### config.mk
export PLATFORM = sky130hd
export DESIGN_NAME = ssc_regs
export DESIGN_NICKNAME = d
export VERILOG_FILES = /design/src/rtl/ssc_regs.v
export VERILOG_INCLUDE_DIRS = /design/src /design/src/rtl
export SDC_FILE = /design/constraint.sdc
export NUM_CORES = 1
export LEC_CHECK = 0
export BUFFER_PORTS_ARGS = -buffer_cell sky130_fd_sc_hd__clkbuf_2
export CAP_MARGIN = 15
export CORE_MARGIN = 8
export CORE_UTILIZATION = 55
export DETAILED_ROUTE_END_ITERATION = 16
export GPL_TIMING_DRIVEN = 0
export PLACE_DENSITY = 0.8
export SLEW_MARGIN = 20
export SYNTH_ARGS = -nofsm -noshare
export SYNTH_HDL_FRONTEND = slang
export SYNTH_SLANG_ARGS = --single-unit
### constraint.sdc
create_clock -name sys_clk_i -period 2.9 [get_ports sys_clk_i]
set_input_delay 0.435 -clock sys_clk_i [delete_from_list [all_inputs] [get_ports sys_clk_i]]
set_output_delay 0.435 -clock sys_clk_i [all_outputs]
set_load 0.01 [all_outputs]
### src/rtl/ssc_consts.vh
// Constants for the switch system control register bank.
// Assumes inclusion by ssc_regs.v only; definitions only.
`ifndef SSC_CONSTS_VH
`define SSC_CONSTS_VH
// ----------------------------------------
// Register offsets and reset values
// ----------------------------------------
`define SSC_OFS_CTRL_TWO    8'h10
`define SSC_OFS_CTRL_THREE  8'h11
`define SSC_OFS_CTRL_FOUR   8'h12
`define SSC_RST_CTRL_TWO    16'h0040
`define SSC_RST_CTRL_THREE  16'hE000
`define SSC_RST_CTRL_FOUR   16'h3600
// ----------------------------------------
// Field positions
// ----------------------------------------
`define SSC_B_RX_CLK_FB     6
`define SSC_B_GROUP_CNT     5
`define SSC_B_CRC_OFF       4
`define SSC_B_RETRY_OFF     3
`define SSC_B_FLOOD_GUARD   2
`define SSC_F_CAP_LEVEL     1:0
`define SSC_F_HOST_INDEX    15:13
`define SSC_B_TAG_RX        12
`define SSC_B_TAG_TX        11
`define SSC_B_TAG_PAUSE     10
`define SSC_F_SIZE_LIMIT    9:7
`define SSC_B_SCHEME_NEW    6
`define SSC_B_VLAN_TAG      5
`define SSC_B_CLONE         4
`define SSC_B_QUEUE_TEST    3
`define SSC_B_IRQ_INV       2
`define SSC_F_AGE_SEL       1:0
`define SSC_B_DROP_COLL     15
`define SSC_B_TEN_LIMIT     11
`define SSC_B_PAUSE_IGN     5
`define SSC_NO_HOST         3'h7
// ----------------------------------------
// Frame lengths, aging periods, thresholds
// ----------------------------------------
`define SSC_LEN_1518        11'h5EE
`define SSC_LEN_1536        11'h600
`define SSC_LEN_1664        11'h680
`define SSC_LEN_1522        11'h5F2
`define SSC_LEN_1784        11'h6F8
`define SSC_AGE_300S        9'h12C
`define SSC_AGE_75S         9'h04B
`define SSC_AGE_18S         9'h012
`define SSC_AGE_1S          9'h001
`define SSC_CAP_LVL0        16'h0010
`define SSC_CAP_LVL1        16'h0040
`define SSC_CAP_LVL2        16'h0100
`define SSC_CAP_LVL3        16'h0400
`define SSC_CAP_NEW         16'h0080
// ----------------------------------------
// Timing
// ----------------------------------------
`define SSC_CLK_PERIOD_NS   8
`define SSC_RX_STOP_NS      800
`define SSC_STORM_WIN_NS    5000000
`endif

### src/rtl/ssc_regs.v
// Global control register bank of a six-port 10/100 switch.
// Assumes a plain register port on sys_clk_i and a same-clock
// switch core; the serial receive clock arrives as a pin.
`timescale 1ns/10ps
`include "ssc_consts.vh"

module ssc_regs #(
    parameter STORM_WIN_CYC = `SSC_STORM_WIN_NS / `SSC_CLK_PERIOD_NS
) (
    input  wire        sys_clk_i,
    input  wire        rst_i,
    input  wire [7:0]  reg_addr_i,
    input  wire [15:0] reg_wdata_i,
    input  wire        reg_wr_i,
    input  wire        reg_rd_i,
    output wire [15:0] reg_rdata_o,
    input  wire        serial_rx_clk_i,
    output wire        rx_clk_use_tx_o,
    input  wire        frame_done_i,
    input  wire        frame_bcast_i,
    input  wire        frame_mcast_i,
    output wire [15:0] storm_count_o,
    output wire        storm_drop_o,
    output wire        crc_check_on_o,
    output wire        backoff_on_o,
    output wire [2:0]  host_link_index_o,
    output wire        host_present_o,
    output wire        host_tag_rx_on_o,
    input  wire [2:0]  tx_port_i,
    input  wire        tx_is_pause_i,
    output wire        tag_insert_o,
    output wire [10:0] max_frame_len_o,
    output wire        vlan_by_tag_o,
    output wire        hw_addr_clone_on_o,
    input  wire        irq_event_i,
    output wire        irq_pin_o,
    output wire [8:0]  age_period_sec_o,
    output wire        drop_on_excess_coll_o,
    output wire        ten_limit_on_o,
    input  wire        full_duplex_i,
    input  wire        flow_ctrl_on_i,
    output wire        pause_ignore_o
);

// ----------------------------------------
// Timing counts
// ----------------------------------------
// Longest quiet time rounds down to whole cycles
localparam integer RX_STOP_CYC = `SSC_RX_STOP_NS / `SSC_CLK_PERIOD_NS;
localparam [7:0]   RX_STOP_MAX = RX_STOP_CYC[7:0];
localparam integer STORM_LAST_I = STORM_WIN_CYC - 1;
localparam [22:0]  STORM_LAST  = STORM_LAST_I[22:0];

// ----------------------------------------
// Register storage
// ----------------------------------------
reg  [15:0] ctrl_two_ff;
reg  [15:0] ctrl_three_ff;
reg  [15:0] ctrl_four_ff;
reg  [15:0] rdata_ff;
reg  [15:0] nxt_rdata;

wire        wr_two   = reg_wr_i && (reg_addr_i == `SSC_OFS_CTRL_TWO);
wire        wr_three = reg_wr_i && (reg_addr_i == `SSC_OFS_CTRL_THREE);
wire        wr_four  = reg_wr_i && (reg_addr_i == `SSC_OFS_CTRL_FOUR);

always @(posedge sys_clk_i) begin
    if (rst_i) begin
        ctrl_two_ff   <= `SSC_RST_CTRL_TWO;
        ctrl_three_ff <= `SSC_RST_CTRL_THREE;
        ctrl_four_ff  <= `SSC_RST_CTRL_FOUR;
    end else begin
        if (wr_two) begin
            ctrl_two_ff <= reg_wdata_i;
        end
        if (wr_three) begin
            ctrl_three_ff <= reg_wdata_i;
        end
        if (wr_four) begin
            ctrl_four_ff <= reg_wdata_i;
        end
    end
end

// ----------------------------------------
// Read port
// ----------------------------------------
// Unmapped addresses read zero; data stands one cycle only
always @* begin
    nxt_rdata = 16'h0000;
    if (!reg_rd_i) begin
        nxt_rdata = 16'h0000;
    end else if (reg_addr_i == `SSC_OFS_CTRL_TWO) begin
        nxt_rdata = ctrl_two_ff;
    end else if (reg_addr_i == `SSC_OFS_CTRL_THREE) begin
        nxt_rdata = ctrl_three_ff;
    end else if (reg_addr_i == `SSC_OFS_CTRL_FOUR) begin
        nxt_rdata = ctrl_four_ff;
    end
end

always @(posedge sys_clk_i) begin
    if (rst_i) begin
        rdata_ff <= 16'h0000;
    end else begin
        rdata_ff <= nxt_rdata;
    end
end

assign reg_rdata_o = rdata_ff;

// ----------------------------------------
// Field aliases
// ----------------------------------------
wire       rx_clk_fallback    = ctrl_two_ff[`SSC_B_RX_CLK_FB];
wire       count_group_frames = ctrl_two_ff[`SSC_B_GROUP_CNT];
wire       crc_verify_off     = ctrl_two_ff[`SSC_B_CRC_OFF];
wire       retry_delay_off    = ctrl_two_ff[`SSC_B_RETRY_OFF];
wire       flood_guard_on     = ctrl_two_ff[`SSC_B_FLOOD_GUARD];
wire [1:0] flood_cap_level    = ctrl_two_ff[`SSC_F_CAP_LEVEL];
wire [2:0] host_link_index    = ctrl_three_ff[`SSC_F_HOST_INDEX];
wire       host_tag_rx_on     = ctrl_three_ff[`SSC_B_TAG_RX];
wire       host_tag_tx_on     = ctrl_three_ff[`SSC_B_TAG_TX];
wire       pause_tag_on       = ctrl_three_ff[`SSC_B_TAG_PAUSE];
wire [2:0] frame_size_limit   = ctrl_three_ff[`SSC_F_SIZE_LIMIT];
wire       flood_scheme_new   = ctrl_three_ff[`SSC_B_SCHEME_NEW];
wire       irq_level_invert   = ctrl_three_ff[`SSC_B_IRQ_INV];
wire [1:0] age_period_sel     = ctrl_three_ff[`SSC_F_AGE_SEL];
wire       flow_frame_ignore  = ctrl_four_ff[`SSC_B_PAUSE_IGN];

// ----------------------------------------
// Receive clock watchdog
// ----------------------------------------
// Pin is asynchronous: two stages before the edge detector
reg        rxc_meta_ff;
reg        rxc_sync_ff;
reg        rxc_last_ff;
reg  [7:0] rxc_quiet_ff;
reg  [7:0] nxt_rxc_quiet;
reg        rxc_stopped_ff;
reg        nxt_rxc_stopped;

wire       rxc_edge = rxc_sync_ff ^ rxc_last_ff;

always @* begin
    nxt_rxc_quiet   = rxc_quiet_ff;
    nxt_rxc_stopped = rxc_stopped_ff;
    if (rxc_edge) begin
        nxt_rxc_quiet   = 8'h00;
        nxt_rxc_stopped = 1'b0;
    end else if (rxc_quiet_ff >= RX_STOP_MAX - 8'h01) begin
        nxt_rxc_stopped = 1'b1;
    end else begin
        nxt_rxc_quiet = rxc_quiet_ff + 8'h01;
    end
end

always @(posedge sys_clk_i) begin
    if (rst_i) begin
        rxc_meta_ff    <= 1'b0;
        rxc_sync_ff    <= 1'b0;
        rxc_last_ff    <= 1'b0;
        rxc_quiet_ff   <= 8'h00;
        rxc_stopped_ff <= 1'b0;
    end else begin
        rxc_meta_ff    <= serial_rx_clk_i;
        rxc_sync_ff    <= rxc_meta_ff;
        rxc_last_ff    <= rxc_sync_ff;
        rxc_quiet_ff   <= nxt_rxc_quiet;
        rxc_stopped_ff <= nxt_rxc_stopped;
    end
end

// Glitch-free mux is the clock tree's job; this is its select
assign rx_clk_use_tx_o = rx_clk_fallback && rxc_stopped_ff;

// ----------------------------------------
// Storm control
// ----------------------------------------
reg  [15:0] storm_cnt_ff;
reg  [15:0] nxt_storm_cnt;
reg  [22:0] storm_win_ff;
reg  [22:0] nxt_storm_win;
reg  [15:0] storm_cap;

wire        win_end = (storm_win_ff == STORM_LAST);
wire        storm_frame = frame_bcast_i ||
                          (count_group_frames && frame_mcast_i);
wire        storm_guard = flood_scheme_new || flood_guard_on;

always @* begin
    if (flood_scheme_new) begin
        storm_cap = `SSC_CAP_NEW;
    end else begin
        case (flood_cap_level)
            2'h0:    storm_cap = `SSC_CAP_LVL0;
            2'h1:    storm_cap = `SSC_CAP_LVL1;
            2'h2:    storm_cap = `SSC_CAP_LVL2;
            default: storm_cap = `SSC_CAP_LVL3;
        endcase
    end
end

always @* begin
    nxt_storm_win = storm_win_ff + 23'h000001;
    nxt_storm_cnt = storm_cnt_ff;
    if (win_end) begin
        nxt_storm_win = 23'h000000;
        nxt_storm_cnt = 16'h0000;
    end else if (frame_done_i && storm_frame &&
                 storm_cnt_ff != 16'hFFFF) begin
        nxt_storm_cnt = storm_cnt_ff + 16'h0001;
    end
end

always @(posedge sys_clk_i) begin
    if (rst_i) begin
        storm_cnt_ff <= 16'h0000;
        storm_win_ff <= 23'h000000;
    end else begin
        storm_cnt_ff <= nxt_storm_cnt;
        storm_win_ff <= nxt_storm_win;
    end
end

assign storm_count_o = storm_cnt_ff;
// Counted frames over the cap are dropped for the rest of the window
assign storm_drop_o  = storm_guard && storm_frame &&
                       (storm_cnt_ff >= storm_cap);

// ----------------------------------------
// Frame handling controls
// ----------------------------------------
assign crc_check_on_o    = !crc_verify_off;
assign backoff_on_o      = !retry_delay_off;

wire   host_present      = (host_link_index != `SSC_NO_HOST);
assign host_link_index_o = host_link_index;
assign host_present_o    = host_present;
assign host_tag_rx_on_o  = host_tag_rx_on;

// Tag only toward a real CPU port; pause frames need their own enable
assign tag_insert_o = host_tag_tx_on && host_present &&
                      (tx_port_i == host_link_index) &&
                      (!tx_is_pause_i || pause_tag_on);

reg [10:0] max_len;
always @* begin
    case (frame_size_limit)
        3'h0:    max_len = `SSC_LEN_1518;
        3'h1:    max_len = `SSC_LEN_1536;
        3'h2:    max_len = `SSC_LEN_1664;
        3'h6:    max_len = `SSC_LEN_1522;
        default: max_len = `SSC_LEN_1784;
    endcase
end
assign max_frame_len_o = max_len;

assign vlan_by_tag_o      = ctrl_three_ff[`SSC_B_VLAN_TAG];
assign hw_addr_clone_on_o = ctrl_three_ff[`SSC_B_CLONE];

// ----------------------------------------
// Interrupt pin polarity
// ----------------------------------------
// Idle level follows the polarity so the pin never pulses on change
reg irq_pin_ff;
always @(posedge sys_clk_i) begin
    if (rst_i) begin
        irq_pin_ff <= 1'b1;
    end else begin
        irq_pin_ff <= irq_level_invert ? irq_event_i : !irq_event_i;
    end
end
assign irq_pin_o = irq_pin_ff;

// ----------------------------------------
// Address aging period
// ----------------------------------------
reg [8:0] age_sec;
always @* begin
    case (age_period_sel)
        2'h0:    age_sec = `SSC_AGE_300S;
        2'h1:    age_sec = `SSC_AGE_75S;
        2'h2:    age_sec = `SSC_AGE_18S;
        default: age_sec = `SSC_AGE_1S;
    endcase
end
assign age_period_sec_o = age_sec;

// ----------------------------------------
// Fourth control register effects
// ----------------------------------------
assign drop_on_excess_coll_o = ctrl_four_ff[`SSC_B_DROP_COLL];
assign ten_limit_on_o        = ctrl_four_ff[`SSC_B_TEN_LIMIT];
// Full duplex with flow control still honours pause
assign pause_ignore_o = flow_frame_ignore &&
                        (!full_duplex_i || !flow_ctrl_on_i);

endmodule

==> results.py, run 1 <==
metrics = {
    "critical_path": {
        "crit_type": "reg -> out",
        "critPathCaptureType": "primary output",
        "r2r_slack_ps": 810,
        "required_ps": 2470,
        "crit_arrival_ps": 2370,
        "cp_max_fo": 6,
        "cp-start-kind": "flip-flop",
    },
    "sta": {
        "drv_slew": 0,
        "setup_viol": 0,
        "tns_ps": 0,
        "fin_worst_skew_ps": 5.749,
        "relSlewSlack_pct": 44.03,
        "tightest_slew_ps": 827.9,
        "fmax_mhz": 356.1,
        "rsz0062_at_grt": "true",
        "min_period_ps": 2808,
        "hold_viol": 0,
        "finalCritPeriodShare_pct": 96.83,
    },
    "synth": {
        "synth_top_flop_cell": "dfxtp_1",
        "synth-edff-count": 0,
        "yosysUniqueCellTypes": 49,
        "ys_seq_elements": 116,
        "synth_top_area_share_pct": 44.50,
        "yosysMostFrequentCell": "dfxtp_1",
        "synth_area_leaders": "dfxtp_1 44%, mux2i_1 10%, nor2_1 7.8%",
        "synthArstFlopShare_pct": 0,
        "synth_area_per_cell_sq_um": 8.845,
        "synthTopCellsByCount": "116 x dfxtp_1, 109 x nor2_1, 52 x mux2i_1",
        "yosys.area.top_type": "dfxtp_1",
        "synth_warnings": 0,
        "ys_seq_area_share_pct": 44.50,
        "syn_inst": 590,
        "syn_area_sq_mm": 0.005219,
    },
    "global_route": {
        "grt-ovfl-total": 0,
        "grt_pass1_wl_mm": 22.97,
        "grt_max_degree": 17,
        "antenna_found_initial": 0,
        "grt_pass1_vias": 4751,
        "grt_usage_pct": 22.10,
    },
    "clock_tree": {
        "cts_sinks": 116,
        "h-tree-depth": 4,
        "cts_buffers": 17,
        "cts_tree": "built",
        "hold_buffers": 0,
        "path_clk_slew_ps": 60,
        "insertion_delay_ps": 510,
        "clockBufferDepth": 2,
        "cts-root-buf": "clkbuf_8",
    },
    "power_and_ir_drop": {
        "switching_power_mw": 0.8789,
        "pwr-share-comb_pct": 3.7,
        "ir_drop_uv": 345.2,
        "switching_share_pct": 21.34,
        "p_leak_nw": 2.822,
        "power_density_mw_per_mm2": 624.6,
        "seq_power_share_pct": 39.3,
        "internal-power_mw": 3.239,
        "power_frac_clock_pct": 57.0,
    },
    "run": {
        "maxCapViolations": 0,
    },
    "routing": {
        "dr_total_vias": 4693,
        "drtIter0Drc": 296,
        "final_antenna_net_count": 0,
        "detail_route.drc_violations": 0,
        "firstDrtPassIters": 5,
        "wire_per_inst_um": 16.59,
        "avgViaCountPerCell": 5.495,
        "routed_wl_mm": 14.17,
    },
    "floorplanning": {
        "die_area_sq_mm": 0.01286,
        "fp.dieW_um": 113.4,
        "rows": 35,
        "core_area_sq_mm": 0.009240,
        "die_h_um": 113.4,
        "start_util_pct": 56.48,
        "io_pins": 107,
    },
    "final_layout": {
        "stdcell_count": 854,
        "fill_cells": 649,
        "drive_above_1_share_pct": 23.17,
        "antenna_cells": 0,
        "final_nets": 764,
        "area_growth_pct": 26.32,
    },
    "worst_hold_path": {
        "hp-class": "in -> reg",
    },
    "placed_design": {
        "globalplace.congestion": 0.8869,
        "dp_hpwl_mm": 9.676,
        "numPortBuffers": 102,
        "dp.cells": 822,
    },
    "run_status": {
        "outcome": "finished clean",
    },
}
==> path summary, 6_finish.rpt <==
kind	cells after the start	startpoint	endpoint
worst max-delay path	9	ctrl_two_ff[1]$_SDFFE_PP0P_	storm_drop_o
worst min-delay path	2	serial_rx_clk_i	rxc_meta_ff$_SDFF_PP0_
worst max register to register	6	storm_count_o[0]$_SDFFE_PP0P_	storm_count_o[14]$_SDFFE_PP0P_
worst min register to register	1	rxc_meta_ff$_SDFF_PP0_	rxc_sync_ff$_SDFF_PP0_
==> power groups by stage <==
stage               combinational [mW]  sequential [mW]  clock, mW
global placement                 0.142             1.65          0
CTS                              0.150             1.62       2.36
finish                           0.152             1.62       2.35
floorplan                       0.0806             1.65          0
global route                     0.165             1.62       2.43
detailed placement               0.147             1.65          0
==> final cells by class <==
class	instances	area, sq um	area share (%)
clock inverters	15	252.7	3.834
repair buffers	102	510.5	7.743
multi-input cells	412	2614	39.65
clock buffers	17	414.1	6.282
inverters	28	105.1	1.594
plain buffers	35	203.9	3.094
flip-flops and latches	116	2331	35.36
well taps	129	161.4	2.448
==> flip-flops by register name (all words and copies together), names as in the netlist <==
| signal | flops |
|---|---|
| ctrl_three_ff | 16 |
| rxc_meta_ff | 1 |
| rxc_last_ff | 1 |
| irq_pin_o | 1 |
| storm_win_ff | 23 |
| ctrl_two_ff | 16 |
| reg_rdata_o | 16 |
| rxc_stopped_ff | 1 |
| storm_count_o | 16 |
| ctrl_four_ff | 16 |
| rxc_quiet_ff | 8 |
| rxc_sync_ff | 1 |
==> kinds of logic after synthesis <==
logic type / after synthesis / synth area share [%]
compound gates: 54 / 5.922
xor+xnor: 39 / 6.545
fa+ha+maj: 13 / 3.117
buf+inv: 63 / 5.922
flops: 116 / 44.50
mux: 52 / 9.974
other cells: 2 / 0.1439
simple gates: 251 / 23.88
==> stage by stage <==
stage	power (mW)	hold WS, ps	area, sq um	worst slack [ps]	utilization, %
after global routing	4.213	155.0	6593	-82.29	71.35
after global placement	1.794	439.5	5894	502.1	63.79
after floorplan	1.732	413.8	5223	752.7	-
after detailed placement	1.800	446.4	5894	476.9	63.79
final	4.118	143.8	6593	92.03	71.35
after CTS	4.124	140.5	6563	29.57	71.02
==> per-layer routing <==
layer  track usage (%)  share of wire, %  up-vias
met1             24.52                40     2201
met5                 0                 0        -
li1                  -                 -     2250
met3             5.969               7.8       41
met4             10.92               2.8        0
met2             38.33                50      201
==> layout by cell type (no fill, tap or decap), types with 3 or more instances in the layout <==
cell / instances
a21oi_1: 34
a31oi_1: 5
and2_1: 3
and3_1: 9
and4_1: 3
buf_2: 4
buf_4: 12
bufinv_16: 6
clkbuf_1: 17
clkbuf_16: 16
clkbuf_2: 101
clkinv_4: 3
conb_1: 3
dfxtp_1: 113
ha_1: 12
inv_1: 26
inv_6: 3
mux2i_1: 52
nand2_1: 33
nand3_1: 24
nand3b_1: 4
nand4_1: 14
nor2_1: 108
nor2b_1: 5
nor3_1: 20
nor4_1: 6
nor4_2: 3
o21ai_0: 4
xnor2_1: 11
xor2_1: 28
==> critical path, stage by stage (launching register included) <==
cell,delay [ps]
dfxtp_4,370
nor2_4,110
nand2_2,70
ha_4,270
nand4_1,70
or4_1,400
o211ai_1,120
o311ai_1,130
a31oi_1,180
buf_2,150
==> timing repair <==
action / 4_1_cts / 5_1_grt
setup buffers: 0 / 0
pin swaps: 1 / 2
endpoints found under the setup margin: 1 / 1
resized for setup: 2 / 10
hold endpoints to repair: 0 / 0
Power figures use the tool's default switching activity.
==> inputs of run 2 (changes only) <==
- GPL_ROUTABILITY_DRIVEN: default -> 0
- GPL_TIMING_DRIVEN: 0 -> default
- clock period: 2.9 -> 2.6 ns (I/O delays scaled with it)
==> run 2 against run 1 <==
  * The run now ends with negative setup slack left
  * Via count fell by 4.9%
  * Die area is the same
  * Sequential power up 12%
  * Critical endpoint unchanged
  * Sequential share of layout area increased by 1.1 points
  * Global-route usage shrank 1.3 points
  * First-iteration DRC count shrank 3.7%
==> results.py, run 2 (synthesized netlist as in run 1, its figures left out) <==
metrics = {
    "power_and_ir_drop": {
        "power_density_mw_per_mm2": 685.3,
        "p_leak_nw": 2.741,
        "power_mw": 4.378,
        "ir_drop_uv": 395.2,
    },
    "routing": {
        "dr_total_vias": 4465,
        "avgViaCountPerCell": 5.386,
        "detail_route.drc_violations": 0,
        "wire_per_inst_um": 15.66,
        "routed_wl_mm": 12.98,
        "firstDrtPassIters": 5,
        "final_antenna_net_count": 0,
        "drtIter0Drc": 285,
    },
    "critical_path": {
        "cp-start-kind": "flip-flop",
        "r2r_slack_ps": 610,
        "crit_type": "reg -> out",
        "cp_max_fo": 6,
        "crit_arrival_ps": 2340,
        "required_ps": 2210,
        "critPathCaptureType": "primary output",
    },
    "sta": {
        "setup_viol": 1,
        "fmax_mhz": 366.8,
        "min_period_ps": 2726,
        "relSlewSlack_pct": 52.23,
        "rsz0062_at_grt": "true",
        "hold_viol": 0,
        "finalCritPeriodShare_pct": 104.9,
        "setup_ws_ps": -126.2,
        "fin_worst_skew_ps": 14.25,
        "tightest_slew_ps": 716.5,
        "drv_slew": 0,
        "tns_ps": -126.2,
    },
    "final_layout": {
        "final_cell_mix": "113 x dfxtp_1, 109 x nor2_1, 102 x clkbuf_2",
        "regMostFlops": "storm_win_ff",
        "largest_reg_flops": 23,
        "final_cell_area_sq_mm": 0.006387,
        "fill_cells": 697,
        "final_nets": 739,
        "multiInputGateArea_sq_mm": 0.002591,
        "area_growth_pct": 22.39,
        "layout_commonest_cell": "dfxtp_1",
        "antenna_cells": 0,
        "area.sequential_sq_mm": 0.002326,
        "drive_above_1_share_pct": 22.43,
    },
    "placed_design": {
        "place_area_sq_mm": 0.005763,
        "numPortBuffers": 103,
        "dp_hpwl_mm": 8.667,
    },
    "global_route": {
        "antenna_found_initial": 0,
        "grt_pass1_vias": 4537,
        "grt_max_degree": 45,
        "grt_usage_pct": 20.85,
        "grt_pass1_wl_mm": 21.71,
        "grt-ovfl-total": 0,
    },
    "worst_hold_path": {
        "hp-class": "in -> reg",
    },
    "clock_tree": {
        "cts-root-buf": "clkbuf_8",
        "h-tree-depth": 4,
        "cts_tree": "built",
        "cts_setup_buffers": 0,
        "cts_buffers": 17,
        "cts_sinks": 116,
        "clockBufferDepth": 2,
        "insertion_delay_ps": 520,
        "path_clk_slew_ps": 60,
    },
    "floorplanning": {
        "start_util_pct": 56.48,
        "rows": 35,
        "core_area_sq_mm": 0.009240,
        "io_pins": 107,
        "die_area_sq_mm": 0.01286,
        "die_h_um": 113.4,
        "fp.dieW_um": 113.4,
    },
    "run_status": {
        "outcome": "finished, violations left",
        "violations": "negative setup slack",
    },
    "run": {
        "maxCapViolations": 0,
    },
}
-- run 2: cell types whose count changed in the layout (fill, tap and decap cells not counted), sizes merged --
cell    change
clkbuf     -16
bufinv      -2
inv         -1
clkinv      +3
buf         -9
-- run 2: layout make-up --
type	count	area share, %
repair buffers	112	9.128
clock inverters	15	3.232
well taps	129	2.527
clock buffers	17	6.484
multi-input cells	412	40.57
flip-flops and latches	116	36.42
inverters	28	1.645
-- run 2: routing by layer --
metal  vias to the layer above  wire, um  global-route usage (%)
li1                       2198         -                       -
met1                      2100      5534                   23.71
met2                       147      6229                   35.56
met3                        20       977                   6.762
met4                         0       239                   8.171
met5                         -         0                       0
-- run 2: worst paths after layout --
path                                 startpoint                             to  cells past startpoint
setup reg to reg  storm_count_o[0]$_SDFFE_PP0P_  storm_count_o[1]$_SDFFE_PP0P_                      6
hold / removal                  serial_rx_clk_i         rxc_meta_ff$_SDFF_PP0_                      2
setup / recovery    ctrl_two_ff[1]$_SDFFE_PP0P_                   storm_drop_o                      9
hold reg to reg          rxc_meta_ff$_SDFF_PP0_         rxc_sync_ff$_SDFF_PP0_                      1
-- run 2: worst max-delay path: stages (launching register included) --
cell and delay (ps):
dfxtp_2 350, nor2_1 100, nand2_1 60, ha_1 300, nand4_1 90, or4_1 420, o211ai_1 100, o311ai_1 120
a31oi_1 140, buf_2 150
-- run 2: timing repair --
| item | in CTS | in global routing |
|---|---|---|
| endpoints found under the hold margin | 0 | 0 |
| hold buffers | 0 | 0 |
| setup endpoints to repair | 1 | 1 |
| pin swaps | 1 | 0 |
| resized for setup | 3 | 2 |
-- run 2: through the flow --
stage	utilization [%]	hold slack [ps]	worst slack [ps]	cells
floorplan	-	413.8	497.7	591
CTS	69.11	106.9	-149.6	829
global route	69.13	109.7	-285.1	829
finish	69.13	108.8	-126.2	829
detailed placement	62.37	433.8	306.9	797
global placement	62.37	441.2	356.9	797
-- run 2: report_power, final --
group          internal, mW  switching, mW  leakage, nW
Clock                  1.56          0.855        0.299
Sequential             1.79         0.0129        0.938
Combinational        0.0575         0.0971         1.50
